File: config.mk
export PLATFORM = sky130hd
export DESIGN_NAME = cfs_fault_supervisor
export DESIGN_NICKNAME = d
export VERILOG_FILES = /design/src/rtl/cfs_pkg.sv /design/src/rtl/cfs_fault_supervisor.sv /design/src/rtl/cfs_avg_filter.sv
export VERILOG_INCLUDE_DIRS = /design/src /design/src/rtl
export SDC_FILE = /design/constraint.sdc
export NUM_CORES = 1
export LEC_CHECK = 0
export ABC_AREA = 1
export BUFFER_PORTS_ARGS = -buffer_cell sky130_fd_sc_hd__buf_2
export CORE_ASPECT_RATIO = 1.5
export CORE_MARGIN = 4
export CORE_UTILIZATION = 65
export CTS_CLUSTER_SIZE = 25
export DETAILED_ROUTE_END_ITERATION = 8
export HOLD_SLACK_MARGIN = 0.03
export PLACE_DENSITY_LB_ADDON = 0.1
export SYNTH_ARGS = -nofsm -noshare
export SYNTH_HDL_FRONTEND = slang
export SYNTH_SLANG_ARGS = --single-unit
File: constraint.sdc
create_clock -name clk -period 17.29 [get_ports clk]
set_input_delay 1.729 -clock clk [delete_from_list [all_inputs] [get_ports clk]]
set_output_delay 1.729 -clock clk [all_outputs]
set_load 0.005 [all_outputs]
File: src/rtl/cfs_map.svh
// register map, field positions, reset values and timing of the fault supervisor
// Overview of operation
// RULE1: average digitized output current into telemetry
// RULE2: add calibration offset before telemetry and compare
// RULE3: count switching cycles with overcurrent events
// RULE4: three consecutive events flag, alert, then react
// RULE5: hiccup waits seven soft-starts, then retries
// RULE6: overcurrent ignore keeps peak limit only
// RULE7: high-side peak trip ends on-time at once
// RULE8: internal over 145C stops until 20C cooler
// RULE9: external fault stops until 20C below threshold
// RULE10: refresh 8Eh reading, thresholds at 4Fh, 51h
// RULE11: over-temperature sets 7Dh flags and alert
// RULE12: shorted sensor reads -40C, no external faults
// RULE13: soft-start pin mode holds reading at 25C
// RULE14: over-temperature response latch, restart or ignore
// RULE15: overvoltage discharges via low side, flags, reacts
// RULE16: overvoltage ignore keeps switching
// RULE17: undervoltage after start: FETs off, flag, react
// RULE18: undervoltage ignore keeps running
// RULE19: undervoltage detection waits maximum turn-on time
// RULE20: power good low on any fault
// RULE21: clean cycle clears overcurrent counter
// RULE22: flags sticky until cleared, alert ORs unmasked
`ifndef CFS_MAP_SVH
`define CFS_MAP_SVH

// ****************************************
// command codes
// ****************************************
`define CFS_REG_EXT_FAULT_THR  8'h4F
`define CFS_REG_EXT_WARN_THR   8'h51
`define CFS_REG_TEMP_STATUS    8'h7D
`define CFS_REG_VENDOR_STATUS  8'h80
`define CFS_REG_EXT_READING    8'h8E
`define CFS_REG_OPTIONS        8'hE5
`define CFS_REG_CONV_STATUS    8'hD0
`define CFS_REG_ALERT_MASK     8'hD1
`define CFS_REG_RESPONSE_CFG   8'hD2
`define CFS_REG_MAX_TURN_ON    8'hD3
`define CFS_REG_CAL_OFFSET     8'hD4
`define CFS_REG_CUR_TELEMETRY  8'hD5
`define CFS_REG_OC_FAULT_THR   8'hD6

// ****************************************
// fields
// ****************************************
`define CFS_OPT_SSDIS_BIT      0
`define CFS_TEMP_FAULT_BIT     7
`define CFS_TEMP_WARN_BIT      6
`define CFS_VEND_INT_OT_BIT    7
`define CFS_CONV_OC_BIT        0
`define CFS_CONV_OV_BIT        1
`define CFS_CONV_UV_BIT        2
`define CFS_CONV_TON_BIT       3
`define CFS_RESP_OC_LSB        0
`define CFS_RESP_OT_LSB        2
`define CFS_RESP_OV_LSB        4
`define CFS_RESP_UV_LSB        6
`define CFS_RESP_IGNORE        2'h0
`define CFS_RESP_LATCH         2'h1

// ****************************************
// reset values
// ****************************************
`define CFS_RST_EXT_FAULT_THR  16'h007D
`define CFS_RST_EXT_WARN_THR   16'h0064
`define CFS_RST_OPTIONS        16'h0000
`define CFS_RST_RESPONSE_CFG   8'hAA
`define CFS_RST_ALERT_MASK     8'h00
`define CFS_RST_MAX_TURN_ON    16'h000A
`define CFS_RST_CAL_OFFSET     16'h0000
`define CFS_RST_OC_FAULT_THR   16'h01F4

// ****************************************
// temperatures and timing
// ****************************************
`define CFS_TSD_DEGC           8'h91
`define CFS_THYST_DEGC         8'h14
`define CFS_EXT_HYST_DEGC      16'h0014
`define CFS_SHORT_DEGC         16'hFFD8
`define CFS_SS_MODE_DEGC       16'h0019
`define CFS_OC_LAST_COUNT      2'h2
`define CFS_HICCUP_PERIODS     7
`define CFS_CLK_MHZ            100
`define CFS_MS_TIME            1
`define CFS_MS_CYC             (`CFS_MS_TIME * `CFS_CLK_MHZ * 1000)
`define CFS_SS_TIME_MS         1

`endif

File: src/rtl/cfs_pkg.sv
// types of the converter fault supervisor
package cfs_pkg;

	typedef enum logic [2:0] {ST_START, ST_RUN, ST_HICCUP, ST_LATCH, ST_COOL} cfs_state_t;

	typedef struct packed {
		logic [18:0] acc;
		logic [2:0]  cnt;
		logic [15:0] avg;
	} cfs_avg_t;

	typedef struct packed {
		cfs_state_t  state;
		logic        hsPk1;
		logic        hsPk2;
		logic        ov1;
		logic        ov2;
		logic        uv1;
		logic        uv2;
		logic        short1;
		logic        short2;
		logic        rst1;
		logic        rst2;
		logic [15:0] extFaultThr;
		logic [15:0] extWarnThr;
		logic [15:0] options;
		logic [7:0]  respCfg;
		logic [7:0]  alertMask;
		logic [15:0] tonMax;
		logic [15:0] calOffset;
		logic [15:0] ocThr;
		logic [7:0]  tempStat;
		logic [7:0]  vendStat;
		logic [7:0]  convStat;
		logic [1:0]  ocCnt;
		logic        ocSeen;
		logic        hsTrip;
		logic        ovDis;
		logic        extTrip;
		logic        intTrip;
		logic [16:0] msPre;
		logic [15:0] msCnt;
		logic [15:0] extReading;
		logic        hsGate;
		logic        lsGate;
		logic        pg;
		logic        alert;
		logic        softStart;
		logic [15:0] rdData;
	} cfs_main_t;

endpackage

File: src/rtl/cfs_fault_supervisor.sv
// fault supervision and telemetry of the buck converter controller
`timescale 1ns/1ps
`include "cfs_map.svh"
module cfs_fault_supervisor #(
	parameter int MS_CYC     = `CFS_MS_CYC,
	parameter int SS_TIME_MS = `CFS_SS_TIME_MS
) (
	input  wire logic        clk,
	input  wire logic        reset,
	input  wire logic        ce,
	input  wire logic        cycleStart,
	input  wire logic        pwmHigh,
	input  wire logic        pwmLow,
	input  wire logic        curSampleValid,
	input  wire logic [15:0] curSample,
	input  wire logic [7:0]  intTemp,
	input  wire logic [15:0] extTempRaw,
	input  wire logic        hsPeakPin,
	input  wire logic        ovPin,
	input  wire logic        uvPin,
	input  wire logic        extShortPin,
	input  wire logic        restartPin,
	input  wire logic [7:0]  regAddr,
	input  wire logic [15:0] regWrData,
	input  wire logic        regWr,
	input  wire logic        regRd,
	output logic      [15:0] regRdData,
	output logic             hsGateOn,
	output logic             lsGateOn,
	output logic             powerGoodOut,
	output logic             alertOut,
	output logic             softStartOut
);
	localparam logic [15:0] HICCUP_MS = 16'(`CFS_HICCUP_PERIODS * SS_TIME_MS);
	localparam logic [16:0] MS_LAST   = 17'(MS_CYC - 1);

	cfs_pkg::cfs_main_t s_ff;
	cfs_pkg::cfs_main_t nxt_s;
	logic [15:0]        calCur;
	logic [15:0]        curAvg;
	logic               ssDis;
	logic               running;
	logic               intHot;
	logic               intCool;
	logic               extFault;
	logic               extWarn;
	logic               extCool;
	logic               ocEvt;
	logic               ocAny;
	logic               ocTrip;
	logic               ovTrip;
	logic               uvTrip;
	logic               tonTrip;
	logic               anyFault;
	logic [1:0]         ocResp;
	logic [1:0]         otResp;
	logic [1:0]         ovResp;
	logic [1:0]         uvResp;
	logic [6:0]         alertSrc;
	logic [15:0]        clrMask;

	// ****************************************
	// response decode
	// ****************************************
	function automatic cfs_pkg::cfs_state_t react(
		input logic [1:0]         resp,
		input cfs_pkg::cfs_state_t retry,
		input cfs_pkg::cfs_state_t cur
	);
		if (resp == `CFS_RESP_IGNORE) begin
			return cur;
		end else if (resp == `CFS_RESP_LATCH) begin
			return cfs_pkg::ST_LATCH;
		end else begin
			return retry;
		end
	endfunction

	function automatic logic sgt(input logic [15:0] a, input logic [15:0] b);
		return $signed(a) > $signed(b);
	endfunction

	// ****************************************
	// current path
	// ****************************************
	assign calCur = curSample + s_ff.calOffset; // see RULE2

	cfs_avg_filter u_avg (
		.clk        (clk),
		.reset      (reset),
		.ce         (ce),
		.sampleValid(curSampleValid),
		.sample     (calCur),
		.average    (curAvg)
	);

	// ****************************************
	// fault detection
	// ****************************************
	assign ocResp   = s_ff.respCfg[`CFS_RESP_OC_LSB +: 2];
	assign otResp   = s_ff.respCfg[`CFS_RESP_OT_LSB +: 2];
	assign ovResp   = s_ff.respCfg[`CFS_RESP_OV_LSB +: 2];
	assign uvResp   = s_ff.respCfg[`CFS_RESP_UV_LSB +: 2];
	assign ssDis    = s_ff.options[`CFS_OPT_SSDIS_BIT];
	assign running  = s_ff.state == cfs_pkg::ST_START || s_ff.state == cfs_pkg::ST_RUN;
	assign intHot   = intTemp > `CFS_TSD_DEGC;
	assign intCool  = intTemp <= (`CFS_TSD_DEGC - `CFS_THYST_DEGC);
	assign extFault = ssDis && !s_ff.short2 && sgt(s_ff.extReading, s_ff.extFaultThr);
	assign extWarn  = ssDis && !s_ff.short2 && sgt(s_ff.extReading, s_ff.extWarnThr);
	assign extCool  = !sgt(s_ff.extReading, s_ff.extFaultThr - `CFS_EXT_HYST_DEGC);
	assign ocEvt    = (curSampleValid && sgt(calCur, s_ff.ocThr)) || s_ff.hsPk2; // see RULE2
	assign ocAny    = s_ff.ocSeen || ocEvt;
	assign ocTrip   = cycleStart && ocAny && s_ff.ocCnt == `CFS_OC_LAST_COUNT; // see RULE4
	assign ovTrip   = s_ff.ov2;
	assign uvTrip   = s_ff.state == cfs_pkg::ST_RUN && s_ff.uv2; // see RULE17
	assign tonTrip  = s_ff.state == cfs_pkg::ST_START && s_ff.uv2
		&& s_ff.msCnt >= s_ff.tonMax; // see RULE19
	assign anyFault = intHot || s_ff.intTrip || extFault || s_ff.extTrip || ovTrip
		|| uvTrip || tonTrip || ocTrip;
	assign alertSrc = {s_ff.vendStat[`CFS_VEND_INT_OT_BIT], s_ff.tempStat[`CFS_TEMP_WARN_BIT],
		s_ff.tempStat[`CFS_TEMP_FAULT_BIT], s_ff.convStat[3:0]};
	assign clrMask  = regWr ? regWrData : 16'h0000;

	always_comb begin
		nxt_s = s_ff;

		// ****************************************
		// pin synchronisers
		// ****************************************
		nxt_s.hsPk1  = hsPeakPin;
		nxt_s.hsPk2  = s_ff.hsPk1;
		nxt_s.ov1    = ovPin;
		nxt_s.ov2    = s_ff.ov1;
		nxt_s.uv1    = uvPin;
		nxt_s.uv2    = s_ff.uv1;
		nxt_s.short1 = extShortPin;
		nxt_s.short2 = s_ff.short1;
		nxt_s.rst1   = restartPin;
		nxt_s.rst2   = s_ff.rst1;

		// ****************************************
		// register writes
		// ****************************************
		if (regWr) begin
			case (regAddr)
				`CFS_REG_EXT_FAULT_THR: nxt_s.extFaultThr = regWrData; // see RULE10
				`CFS_REG_EXT_WARN_THR:  nxt_s.extWarnThr = regWrData; // see RULE10
				`CFS_REG_OPTIONS:       nxt_s.options = regWrData;
				`CFS_REG_RESPONSE_CFG:  nxt_s.respCfg = regWrData[7:0];
				`CFS_REG_ALERT_MASK:    nxt_s.alertMask = regWrData[7:0];
				`CFS_REG_MAX_TURN_ON:   nxt_s.tonMax = regWrData;
				`CFS_REG_CAL_OFFSET:    nxt_s.calOffset = regWrData;
				`CFS_REG_OC_FAULT_THR:  nxt_s.ocThr = regWrData;
				default: ;
			endcase
		end

		// ****************************************
		// sticky status, set wins over clear
		// ****************************************
		nxt_s.tempStat = s_ff.tempStat
			& ~((regAddr == `CFS_REG_TEMP_STATUS) ? clrMask[7:0] : 8'h00);
		nxt_s.vendStat = s_ff.vendStat
			& ~((regAddr == `CFS_REG_VENDOR_STATUS) ? clrMask[7:0] : 8'h00);
		nxt_s.convStat = s_ff.convStat
			& ~((regAddr == `CFS_REG_CONV_STATUS) ? clrMask[7:0] : 8'h00); // see RULE22
		nxt_s.tempStat[`CFS_TEMP_FAULT_BIT] = nxt_s.tempStat[`CFS_TEMP_FAULT_BIT]
			| extFault; // see RULE11
		nxt_s.tempStat[`CFS_TEMP_WARN_BIT] = nxt_s.tempStat[`CFS_TEMP_WARN_BIT]
			| extWarn; // see RULE11
		nxt_s.vendStat[`CFS_VEND_INT_OT_BIT] = nxt_s.vendStat[`CFS_VEND_INT_OT_BIT]
			| intHot; // see RULE8
		nxt_s.convStat[`CFS_CONV_OC_BIT] = nxt_s.convStat[`CFS_CONV_OC_BIT] | ocTrip;
		nxt_s.convStat[`CFS_CONV_OV_BIT] = nxt_s.convStat[`CFS_CONV_OV_BIT] | ovTrip;
		nxt_s.convStat[`CFS_CONV_UV_BIT] = nxt_s.convStat[`CFS_CONV_UV_BIT] | uvTrip;
		nxt_s.convStat[`CFS_CONV_TON_BIT] = nxt_s.convStat[`CFS_CONV_TON_BIT] | tonTrip;

		// ****************************************
		// external temperature reading
		// ****************************************
		if (!ssDis) begin
			nxt_s.extReading = `CFS_SS_MODE_DEGC; // see RULE13
		end else if (s_ff.short2) begin
			nxt_s.extReading = `CFS_SHORT_DEGC; // see RULE12
		end else begin
			nxt_s.extReading = extTempRaw; // see RULE10
		end

		// ****************************************
		// temperature trips with hysteresis
		// ****************************************
		if (intHot) begin
			nxt_s.intTrip = 1'b1; // see RULE8
		end else if (intCool) begin
			nxt_s.intTrip = 1'b0;
		end
		if (extFault && otResp != `CFS_RESP_IGNORE) begin
			nxt_s.extTrip = 1'b1; // see RULE9
		end else if (extCool) begin
			nxt_s.extTrip = 1'b0;
		end

		// ****************************************
		// overcurrent counting per switching cycle
		// ****************************************
		if (cycleStart) begin
			nxt_s.ocSeen = 1'b0;
			if (!ocAny) begin
				nxt_s.ocCnt = 2'h0; // see RULE21
			end else if (s_ff.ocCnt == `CFS_OC_LAST_COUNT) begin
				nxt_s.ocCnt = 2'h0;
			end else begin
				nxt_s.ocCnt = s_ff.ocCnt + 2'h1; // see RULE3
			end
		end else begin
			nxt_s.ocSeen = ocAny;
		end
		nxt_s.hsTrip = (cycleStart ? 1'b0 : s_ff.hsTrip) | s_ff.hsPk2; // see RULE7

		// ****************************************
		// converter state
		// ****************************************
		case (s_ff.state)
			cfs_pkg::ST_START: begin
				if (!s_ff.uv2) begin
					nxt_s.state = cfs_pkg::ST_RUN;
				end
			end
			cfs_pkg::ST_RUN: ;
			cfs_pkg::ST_HICCUP: begin
				if (s_ff.msCnt >= HICCUP_MS) begin
					nxt_s.state = cfs_pkg::ST_START; // see RULE5
				end
			end
			cfs_pkg::ST_LATCH: begin
				if (s_ff.rst2) begin
					nxt_s.state = cfs_pkg::ST_START; // see RULE17
				end
			end
			cfs_pkg::ST_COOL: begin
				if (!s_ff.intTrip && !s_ff.extTrip) begin
					nxt_s.state = cfs_pkg::ST_START;
				end
			end
			default: nxt_s.state = cfs_pkg::ST_START;
		endcase
		if (running) begin
			if (uvTrip || tonTrip) begin
				nxt_s.state = react(uvResp, cfs_pkg::ST_HICCUP, nxt_s.state); // see RULE18
			end
			if (ocTrip) begin
				nxt_s.state = react(ocResp, cfs_pkg::ST_HICCUP, nxt_s.state); // see RULE6
			end
			if (ovTrip) begin
				nxt_s.state = react(ovResp, cfs_pkg::ST_HICCUP, nxt_s.state); // see RULE16
			end
			if (extFault) begin
				nxt_s.state = react(otResp, cfs_pkg::ST_COOL, nxt_s.state); // see RULE14
			end
		end
		if (intHot && s_ff.state != cfs_pkg::ST_LATCH) begin
			nxt_s.state = cfs_pkg::ST_COOL; // see RULE8
		end

		// ****************************************
		// millisecond timer, restarted on each state change
		// ****************************************
		if (nxt_s.state != s_ff.state) begin
			nxt_s.msPre = 17'h0;
			nxt_s.msCnt = 16'h0;
		end else if (s_ff.msPre == MS_LAST) begin
			nxt_s.msPre = 17'h0;
			if (s_ff.msCnt != 16'hFFFF) begin
				nxt_s.msCnt = s_ff.msCnt + 16'h1;
			end
		end else begin
			nxt_s.msPre = s_ff.msPre + 17'h1;
		end

		// ****************************************
		// overvoltage discharge
		// ****************************************
		if (nxt_s.state == cfs_pkg::ST_START && s_ff.state != cfs_pkg::ST_START) begin
			nxt_s.ovDis = 1'b0;
		end
		if (ovTrip && ovResp != `CFS_RESP_IGNORE) begin
			nxt_s.ovDis = 1'b1; // see RULE15
		end

		// ****************************************
		// outputs
		// ****************************************
		nxt_s.hsGate = running && pwmHigh && !s_ff.hsTrip && !s_ff.hsPk2
			&& !s_ff.ovDis; // see RULE7
		nxt_s.lsGate = s_ff.ovDis || (running && pwmLow); // see RULE15
		nxt_s.pg = s_ff.state == cfs_pkg::ST_RUN && !anyFault; // see RULE20
		nxt_s.alert = |(alertSrc & ~s_ff.alertMask[6:0]); // see RULE22
		nxt_s.softStart = s_ff.state == cfs_pkg::ST_START;

		// ****************************************
		// register reads
		// ****************************************
		if (regRd) begin
			case (regAddr)
				`CFS_REG_EXT_FAULT_THR: nxt_s.rdData = s_ff.extFaultThr;
				`CFS_REG_EXT_WARN_THR:  nxt_s.rdData = s_ff.extWarnThr;
				`CFS_REG_TEMP_STATUS:   nxt_s.rdData = {8'h00, s_ff.tempStat};
				`CFS_REG_VENDOR_STATUS: nxt_s.rdData = {8'h00, s_ff.vendStat};
				`CFS_REG_EXT_READING:   nxt_s.rdData = s_ff.extReading;
				`CFS_REG_OPTIONS:       nxt_s.rdData = s_ff.options;
				`CFS_REG_CONV_STATUS:   nxt_s.rdData = {8'h00, s_ff.convStat};
				`CFS_REG_ALERT_MASK:    nxt_s.rdData = {8'h00, s_ff.alertMask};
				`CFS_REG_RESPONSE_CFG:  nxt_s.rdData = {8'h00, s_ff.respCfg};
				`CFS_REG_MAX_TURN_ON:   nxt_s.rdData = s_ff.tonMax;
				`CFS_REG_CAL_OFFSET:    nxt_s.rdData = s_ff.calOffset;
				`CFS_REG_CUR_TELEMETRY: nxt_s.rdData = curAvg; // see RULE1
				`CFS_REG_OC_FAULT_THR:  nxt_s.rdData = s_ff.ocThr;
				default:                nxt_s.rdData = 16'h0000;
			endcase
		end
	end

	always_ff @(posedge clk or posedge reset) begin
		if (reset) begin
			s_ff             <= '0;
			s_ff.state       <= cfs_pkg::ST_START;
			s_ff.extFaultThr <= `CFS_RST_EXT_FAULT_THR;
			s_ff.extWarnThr  <= `CFS_RST_EXT_WARN_THR;
			s_ff.options     <= `CFS_RST_OPTIONS;
			s_ff.respCfg     <= `CFS_RST_RESPONSE_CFG;
			s_ff.alertMask   <= `CFS_RST_ALERT_MASK;
			s_ff.tonMax      <= `CFS_RST_MAX_TURN_ON;
			s_ff.calOffset   <= `CFS_RST_CAL_OFFSET;
			s_ff.ocThr       <= `CFS_RST_OC_FAULT_THR;
		end else if (ce) begin
			s_ff <= nxt_s;
		end
	end

	assign regRdData    = s_ff.rdData;
	assign hsGateOn     = s_ff.hsGate;
	assign lsGateOn     = s_ff.lsGate;
	assign powerGoodOut = s_ff.pg;
	assign alertOut     = s_ff.alert;
	assign softStartOut = s_ff.softStart;
endmodule

File: src/rtl/cfs_avg_filter.sv
// averaging filter for the calibrated current samples
`timescale 1ns/1ps
module cfs_avg_filter (
	input  wire logic        clk,
	input  wire logic        reset,
	input  wire logic        ce,
	input  wire logic        sampleValid,
	input  wire logic [15:0] sample,
	output logic      [15:0] average
);
	cfs_pkg::cfs_avg_t s_ff;
	cfs_pkg::cfs_avg_t nxt_s;
	logic [18:0]       sum;

	function automatic logic [18:0] sext(input logic [15:0] v);
		return {{3{v[15]}}, v};
	endfunction

	assign sum = s_ff.acc + sext(sample);

	// ****************************************
	// eight samples summed, then divided by eight
	// ****************************************
	always_comb begin
		nxt_s = s_ff;
		if (sampleValid) begin
			nxt_s.cnt = s_ff.cnt + 3'h1;
			if (s_ff.cnt == 3'h7) begin // see RULE1
				nxt_s.acc = 19'h0;
				nxt_s.avg = sum[18:3];
			end else begin
				nxt_s.acc = sum;
			end
		end
	end

	always_ff @(posedge clk or posedge reset) begin
		if (reset) begin
			s_ff <= '0;
		end else if (ce) begin
			s_ff <= nxt_s;
		end
	end

	assign average = s_ff.avg;
endmodule

### Word-level counts from Yosys, hierarchy flattened

Cells that the tools add are included.

* bits in registers: 264
* bits in latches: 0
* RAM bits: 0
* ROM bits: 0
* bits of input ports: 78
* output and inout bits: 21
* logic and storage cells: 209
* memories: 0

* add/subtract/negate cells: 7
* multipliers: 0
* divide/modulo/power cells: 0
* $lt $le $gt $ge: 8
* equality and inequality tests: 28
* shift-type cells: 0
* muxes and demuxes: 41
* bitwise gates (word level): 16
* reduce and logical (&&, ||, !) cells: 69

Operator list (count)
* one-hot mux 16 bit (13 select lines): 1
* == test 8 bit (second input constant): 10
* greater-than comparator 16 bit: 4
* 2-to-1 mux 16 bit: 4
* 2-to-1 mux 3 bit: 15
* 2-to-1 mux 33 bit: 1
* 2-to-1 mux 8 bit: 4
* AND reduction 3 bit: 10
* AND 8 bit: 3
* == test 8 x 7 -> 1 bit (second input constant): 3
* NOT 8 bit: 3
* logical AND 1 bit: 20
* adder 19 bit: 1
* 2-to-1 mux 19 bit: 1
* adder 17 x 1 -> 17 bit (second input constant): 1
* == test 17 bit (second input constant): 1
* 2-to-1 mux 17 bit: 1
* adder 16 x 1 -> 16 bit (second input constant): 1
* adder 16 bit: 1
* >= comparator 16 bit: 1
* >= comparator 16 x 3 -> 1 bit (second input constant): 1
* inequality test 16 bit (second input constant): 1
* subtractor 16 x 5 -> 16 bit (second input constant): 1
* one-hot mux 3 bit (5 select lines): 1
* other kinds (25): 79

### Longest topological paths before layout

* depth in word-level cells: 18
* gate-level depth with buffers: 39
* mapped depth without buffers: 38

### Cells and area by module

From an unflattened synthesis, not the netlist that was laid out.

* cell total of the unflattened synthesis: 2096
* area, all modules: 16169.3 um2

Modules (own cells, without submodules)
* cfs_fault_supervisor: times used 1, cells an instance 1733, area an instance 13538.0 um2, seq. area each 5681.7 um2
* cfs_avg_filter: times used 1, cells an instance 363, area an instance 2631.3 um2, seq. area each 950.9 um2

### Worst setup path before layout

Ideal clock, no wire load.

* kind: input port to flip-flop
* from: in curSample[0]
* to: reg s_ff[37] (netlist bit)
* setup time: 0.117 ns
* arrival: 5.624 ns
* data required time: 17.173 ns
* slack: 11.549 ns
* cell stages on the path: 35
* buffers on the path: 1
* cell sequence: ha_1 > inv_1 > fa_1 > o21ai_0 > a21oi_1 > o21bai_1 > nand2_1 > nand2_1 > a21oi_1 > o21ai_0 > nand3_1 > nand2_1 > a21oi_1 > nor2_1 > nor2_1 > xnor2_1 > ha_1 > nand2_1 > nor2_2 > and2_2 > a31oi_1 > nand3_2 > nand2_4 > nand3_1 > nand2_1 > nand2_1 > nand2_1 > nand2_1 > nand2_2 > nand3_1 > nand2_2 > nand3_4 > buf_2 > nand3_1 > nand2_1

* cells in the longest elaborated chain, start to end: 17
* elaborated cells on any way between the ends: 19
* those cells by class: add/sub (1); order compare (1); eq/ne (1); mux (8); reduce/logical (8)

Ends and longest elaborated chain
* start: declaration: RTL line cfs_fault_supervisor.sv:15 `input wire logic [15:0] curSample,`
* adder 16 bit *: RTL line cfs_fault_supervisor.sv:86 `assign calCur = curSample + s_ff.calOffset;`
* greater-than comparator 16 bit *: RTL line cfs_fault_supervisor.sv:80 `return $signed(a) > $signed(b);`
* logical AND 1 bit *: RTL line cfs_fault_supervisor.sv:111 `assign ocEvt = (curSampleValid && sgt(calCur, s_ff.ocThr)) || s_ff.hsPk2;`
* logical OR 1 bit *: RTL line cfs_fault_supervisor.sv:111
* logical OR 1 bit *: RTL line cfs_fault_supervisor.sv:112 `assign ocAny = s_ff.ocSeen || ocEvt;`
* logical AND 1 bit *: RTL line cfs_fault_supervisor.sv:113 `` assign ocTrip = cycleStart && ocAny && s_ff.ocCnt == `CFS_OC_LAST_COUNT; ``
* logical AND 1 bit (no line) *
* 2-to-1 mux 3 bit *: RTL line cfs_fault_supervisor.sv:251 `if (ocTrip) begin`
* 2-to-1 mux 3 bit: RTL line cfs_fault_supervisor.sv:70 `` if (resp == `CFS_RESP_IGNORE) begin ``
* 2-to-1 mux 3 bit *: RTL line cfs_fault_supervisor.sv:254 `if (ovTrip) begin`
* 2-to-1 mux 3 bit: RTL line cfs_fault_supervisor.sv:70
* 2-to-1 mux 3 bit *: RTL line cfs_fault_supervisor.sv:257 `if (extFault) begin`
* 2-to-1 mux 3 bit *: RTL line cfs_fault_supervisor.sv:247 `if (running) begin`
* 2-to-1 mux 3 bit *: RTL line cfs_fault_supervisor.sv:261 `if (intHot && s_ff.state != cfs_pkg::ST_LATCH) begin`
* inequality test 3 bit *: RTL line cfs_fault_supervisor.sv:268 `if (nxt_s.state != s_ff.state) begin`
* nonzero test 2 bit (no line)
* AND reduction 3 bit (no line)
* end signal: assignment: RTL line cfs_fault_supervisor.sv:336 `s_ff <= nxt_s;`
* end: declaration: RTL line cfs_fault_supervisor.sv:37 `cfs_pkg::cfs_main_t s_ff;`

Every way passes the cells marked *; elsewhere a longest branch is shown, timed or not.
A chain may end at the register's enable or synchronous reset.

### Final worst setup path

* from: in curSample[0]
* to: reg s_ff[66] (netlist bit)

* cells in the longest elaborated chain, start to end: 16

Ends and longest elaborated chain (RTL line)
* adder 16 bit *: cfs_fault_supervisor.sv:86
* greater-than comparator 16 bit *: cfs_fault_supervisor.sv:80
* logical AND 1 bit *: cfs_fault_supervisor.sv:111
* logical OR 1 bit *: cfs_fault_supervisor.sv:111
* logical OR 1 bit *: cfs_fault_supervisor.sv:112
* logical AND 1 bit *: cfs_fault_supervisor.sv:113
* logical AND 1 bit (no line) *
* 2-to-1 mux 3 bit *: cfs_fault_supervisor.sv:251
* 2-to-1 mux 3 bit: cfs_fault_supervisor.sv:70
* 2-to-1 mux 3 bit *: cfs_fault_supervisor.sv:254
* 2-to-1 mux 3 bit: cfs_fault_supervisor.sv:70
* 2-to-1 mux 3 bit *: cfs_fault_supervisor.sv:257
* 2-to-1 mux 3 bit *: cfs_fault_supervisor.sv:247
* 2-to-1 mux 3 bit *: cfs_fault_supervisor.sv:261
* inequality test 3 bit *: cfs_fault_supervisor.sv:268
* 2-to-1 mux 33 bit *: cfs_fault_supervisor.sv:268

Marks and branches as above.

==> out/results.tsv <==
stage	metric	value	unit
die	die footprint	26800	um^2
power	Flop pwr share	40.9	%
placed_design	DPL Wire Length	33.8	mm
sta	final hold vios	0	
critical_path	Worst path depth	38	
layout	# fillers	1870	
power	Net Switching	0.000617	W
layout	area grow syn2layout	9.90	%
critical_path	RR Endpoint	s_ff[66]	
yosys	Mean Syn Cell Area	8.05	um^2
power	Comb pwr share	25.5	%
yosys	Synthesized Nets	2151	
detailed_routing	drt total wl	45.3	mm
critical_path	worst-case reg-to-reg path depth	37	
yosys	Post-Synthesis Cell Area	15700	um^2
grt	pin count of the biggest net entering global routing	116	
power	Clk pwr share	33.6	%
die	Rows	69	
critical_path	CP Capture Type	flop	
yosys	most used flip-flop cell after synthesis	dfrtp_1	
power	switch share	33.7	%
yosys	Synth warnings	0	
sta	Final setup viols	0	
clock_network	Worst-Skew Late Latency	0.54	ns
critical_path	CP max-delay cell	fa_1	
detailed_routing	Iter 0 DRT Violations	1166	
yosys	Synth Register Bits	264	
grt	vias in the first global route	14300	
clock_network	CTS tree	done	
critical_path	Crit. Startpoint	curSample[0]	
critical_path	CP max FO	26	
die	I/O pin count	99	
yosys	Post-synth ARST share	100	%
layout	layout cells sized above 1	10.4	%
sta	final setup skew	0.0162	ns
power	Power Density	106	nW/um^2
sta	Final min period	6.49	ns
critical_path	CP Buf/Inv Count	3	
run	number of max-cap violations	0	
critical_path	Worst Setup EP	s_ff[66]	
die	CORE AREA	23700	um^2
die	Die H	199	um
die	Starting Density	66.3	%
clock_network	H-tree Lvls	1	
detailed_routing	drt drc	0	
placed_design	I/O Buffers	97	
sta	RSZ-0062 raised after global routing	false	
grt	first-pass GRT wire length	73.1	mm
die	die width	135	um
detailed_routing	first-pass iteration count of the detailed router	8	
critical_path	Critical Path RT	17.68	ns
clock_network	clk sinks	264	
yosys	synth unique cells	54	
clock_network	Root Driver	clkbuf_16	
critical_path	R2R Path Start	s_ff[117]	
clock_network	post_cts resized	0	
critical_path	FF-to-FF setup slack	11.67	ns
grt	GRT overflow	0	
critical_path	largest stage delay on the critical path	0.39	ns
power	VDD IR max	0.0000916	V
detailed_routing	post-route ant nets	0	
clock_network	maximum clock path buffer count	3	
power	P_int	0.00121	W
sta	total negative slack	0	ns
sta	worst relative slew slack	29.8	%
sta	Final Cycle Share	37.5	%
clock_network	Hold Buf Count CTS	0	
critical_path	critical path class	in -> reg	
critical_path	startpoint types	primary input	
sta	Worst-Margin Slew	1.05	ns
clock_network	post-CTS setup buffer count	0	
yosys	sequential share of the synthesized area	42.1	%
layout	final core occ	72.9	%
detailed_routing	Avg WL per Cell	19.2	um
critical_path	most used cell along the critical path	nand2_1	
clock_network	TritonCTS buffer count	26	
clock_network	Clock transition at path regs	0.06	ns
outcome	status	finished, final reports clean	
critical_path	CP delay by family, top	simple AND/OR/NAND/NOR gates	
worst_hold_path	Hold/Removal Path Class	reg -> reg	
critical_path	Arr. time, crit path	6.88	ns
yosys	Post-synth EDFFs	0	
sta	Max Fclk	0.154	GHz
yosys	Mapped Cells	1955	
placed_design	gpl congestion	0.938	
grt	Tot GR Track Use	34.1	%
layout	fin nets	2218	
grt	initial antenna violation count	1	
sta	Max Slew Vio Count	0	
power	Leak Pwr	8.86	nW
detailed_routing	Vias per Instance	6.04	
detailed_routing	routed via count	14300	
[synthesized netlist by cell type, drive strengths merged (2+ instances only)]
cell type	count	area [um^2]
a211oi	2	15.0
o221ai	9	78.8
nand4	16	100
or2	7	43.8
nor3	33	190
a31oi	7	43.8
o21a	2	15.0
a32o	9	90.1
clkbuf	40	150
nand2	375	1440
fa	2	40.0
o22ai	91	569
o21bai	4	30.0
a22o	3	26.3
o21ai	207	1040
clkinv	3	11.3
xnor2	13	114
dfrtp	243	6080
xor2	44	385
inv	297	1110
a221oi	14	123
o211ai	6	50.1
a21o	9	67.6
ha	116	1450
nor4	14	87.6
o2111ai	7	61.3
nand3	91	478
a21oi	95	475
buf	32	213
o31ai	3	22.5
nor2	132	513
dfstp	21	552
[kinds of logic (layout without fill, tap and decap cells)]
group                      after synthesis  after routing  share of synthesized area, %
AOI/OAI and AO/OA                      472            472                          17.4
xor gates and xnor gates                57             57                          3.17
adders and majority gates              118            118                          9.47
buffers and inverters                  372            459                          9.46
DFF                                    264            264                          42.1
muxes                                    1              1                        0.0715
other                                    0              1                             0
and+or+nand+nor                        671            671                          18.3
[flip-flops by register name (all words and copies together), names as in the netlist]
register       count
otResp             2
nxt_s              5
hsGateOn           1
u_avg.s_ff        22
powerGoodOut       1
u_avg.average     16
alertOut           1
regRdData         16
ocResp             2
ovResp             2
lsGateOn           1
softStartOut       1
s_ff             186
ovTrip             1
alertSrc           7
[routing by layer]
layer  GRT usage [%]  share of wire, %  routed length, um  vias to the layer above
met2            60.0                50              22700                      612
met5               0                 0                  0                        -
met4            16.7               5.4               2440                        0
li1                -                 -                  -                     6694
met3            4.48               6.4               2900                      162
met1            41.5                38              17200                     6809
[final cells by class]
type | count | area, um^2 | area share [%]
multi-input combinational | 1319 | 7620 | 44.1
sequential | 264 | 6630 | 38.3
inverter | 300 | 1130 | 6.55
clock buffer | 34 | 732 | 4.23
timing repair buffer | 111 | 591 | 3.41
tap | 319 | 399 | 2.31
clock inverter | 14 | 188 | 1.08
antenna | 1 | 2.50 | 0.0145
[metrics by stage]
step	area [um^2]	setup WS (ns)	instances	total power, W	hold WS, ns
after global routing	17300	10.37	2362	0.00193	0.489
after global placement	16400	10.39	2313	0.00120	0.454
after detailed placement	16400	10.33	2313	0.00122	0.458
after floorplan	15700	8.33	1955	0.00109	0.442
after CTS	17300	10.87	2361	0.00183	0.475
final	17300	10.80	2362	0.00183	0.478
[how the worst min path moves through the flow]
stage / startpoint / to / cells after the start
2_1_floorplan: nxt_s[213] / nxt_s[213] / 2
3_3_place_gp: nxt_s[217] / nxt_s[217] / 2
3_5_place_dp: nxt_s[215] / nxt_s[215] / 2
4_1_cts: nxt_s[215] / nxt_s[215] / 2
5_1_grt: nxt_s[215] / nxt_s[215] / 2
6_report: nxt_s[215] / nxt_s[215] / 2
[tightest hold or removal path, delay by kind of cell, from the launching register on]
family / cells / cell delay, ns
flip-flops: 1 / 0.34
AND/OR/NAND/NOR: 2 / 0.10
[power groups by stage]
stage	Combinational (W)	Clock [W]	Sequential, W
6_report	0.000467	0.000616	0.000750
5_1_grt	0.000531	0.000643	0.000758
4_1_cts	0.000465	0.000619	0.000749
3_5_place_dp	0.000459	0	0.000759
3_3_place_gp	0.000444	0	0.000755
2_1_floorplan	0.000349	0	0.000743
[layout by cell type (no fill, tap or decap), types with 13 or more instances in the layout]
cell type	netlist	final
a21oi_1	95	95
a221oi_1	14	14
buf_2	11	97
buf_4	17	14
clkbuf_16	0	27
dfrtp_1	243	243
dfstp_2	21	21
ha_1	116	116
inv_1	295	294
nand2_1	367	367
nand3_1	88	88
nand4_1	16	16
nor2_1	127	126
nor3_1	28	28
nor4_1	14	14
o21ai_0	198	198
o22ai_1	91	91
xnor2_1	13	13
xor2_1	44	44
(Power assumes the default switching activity.)
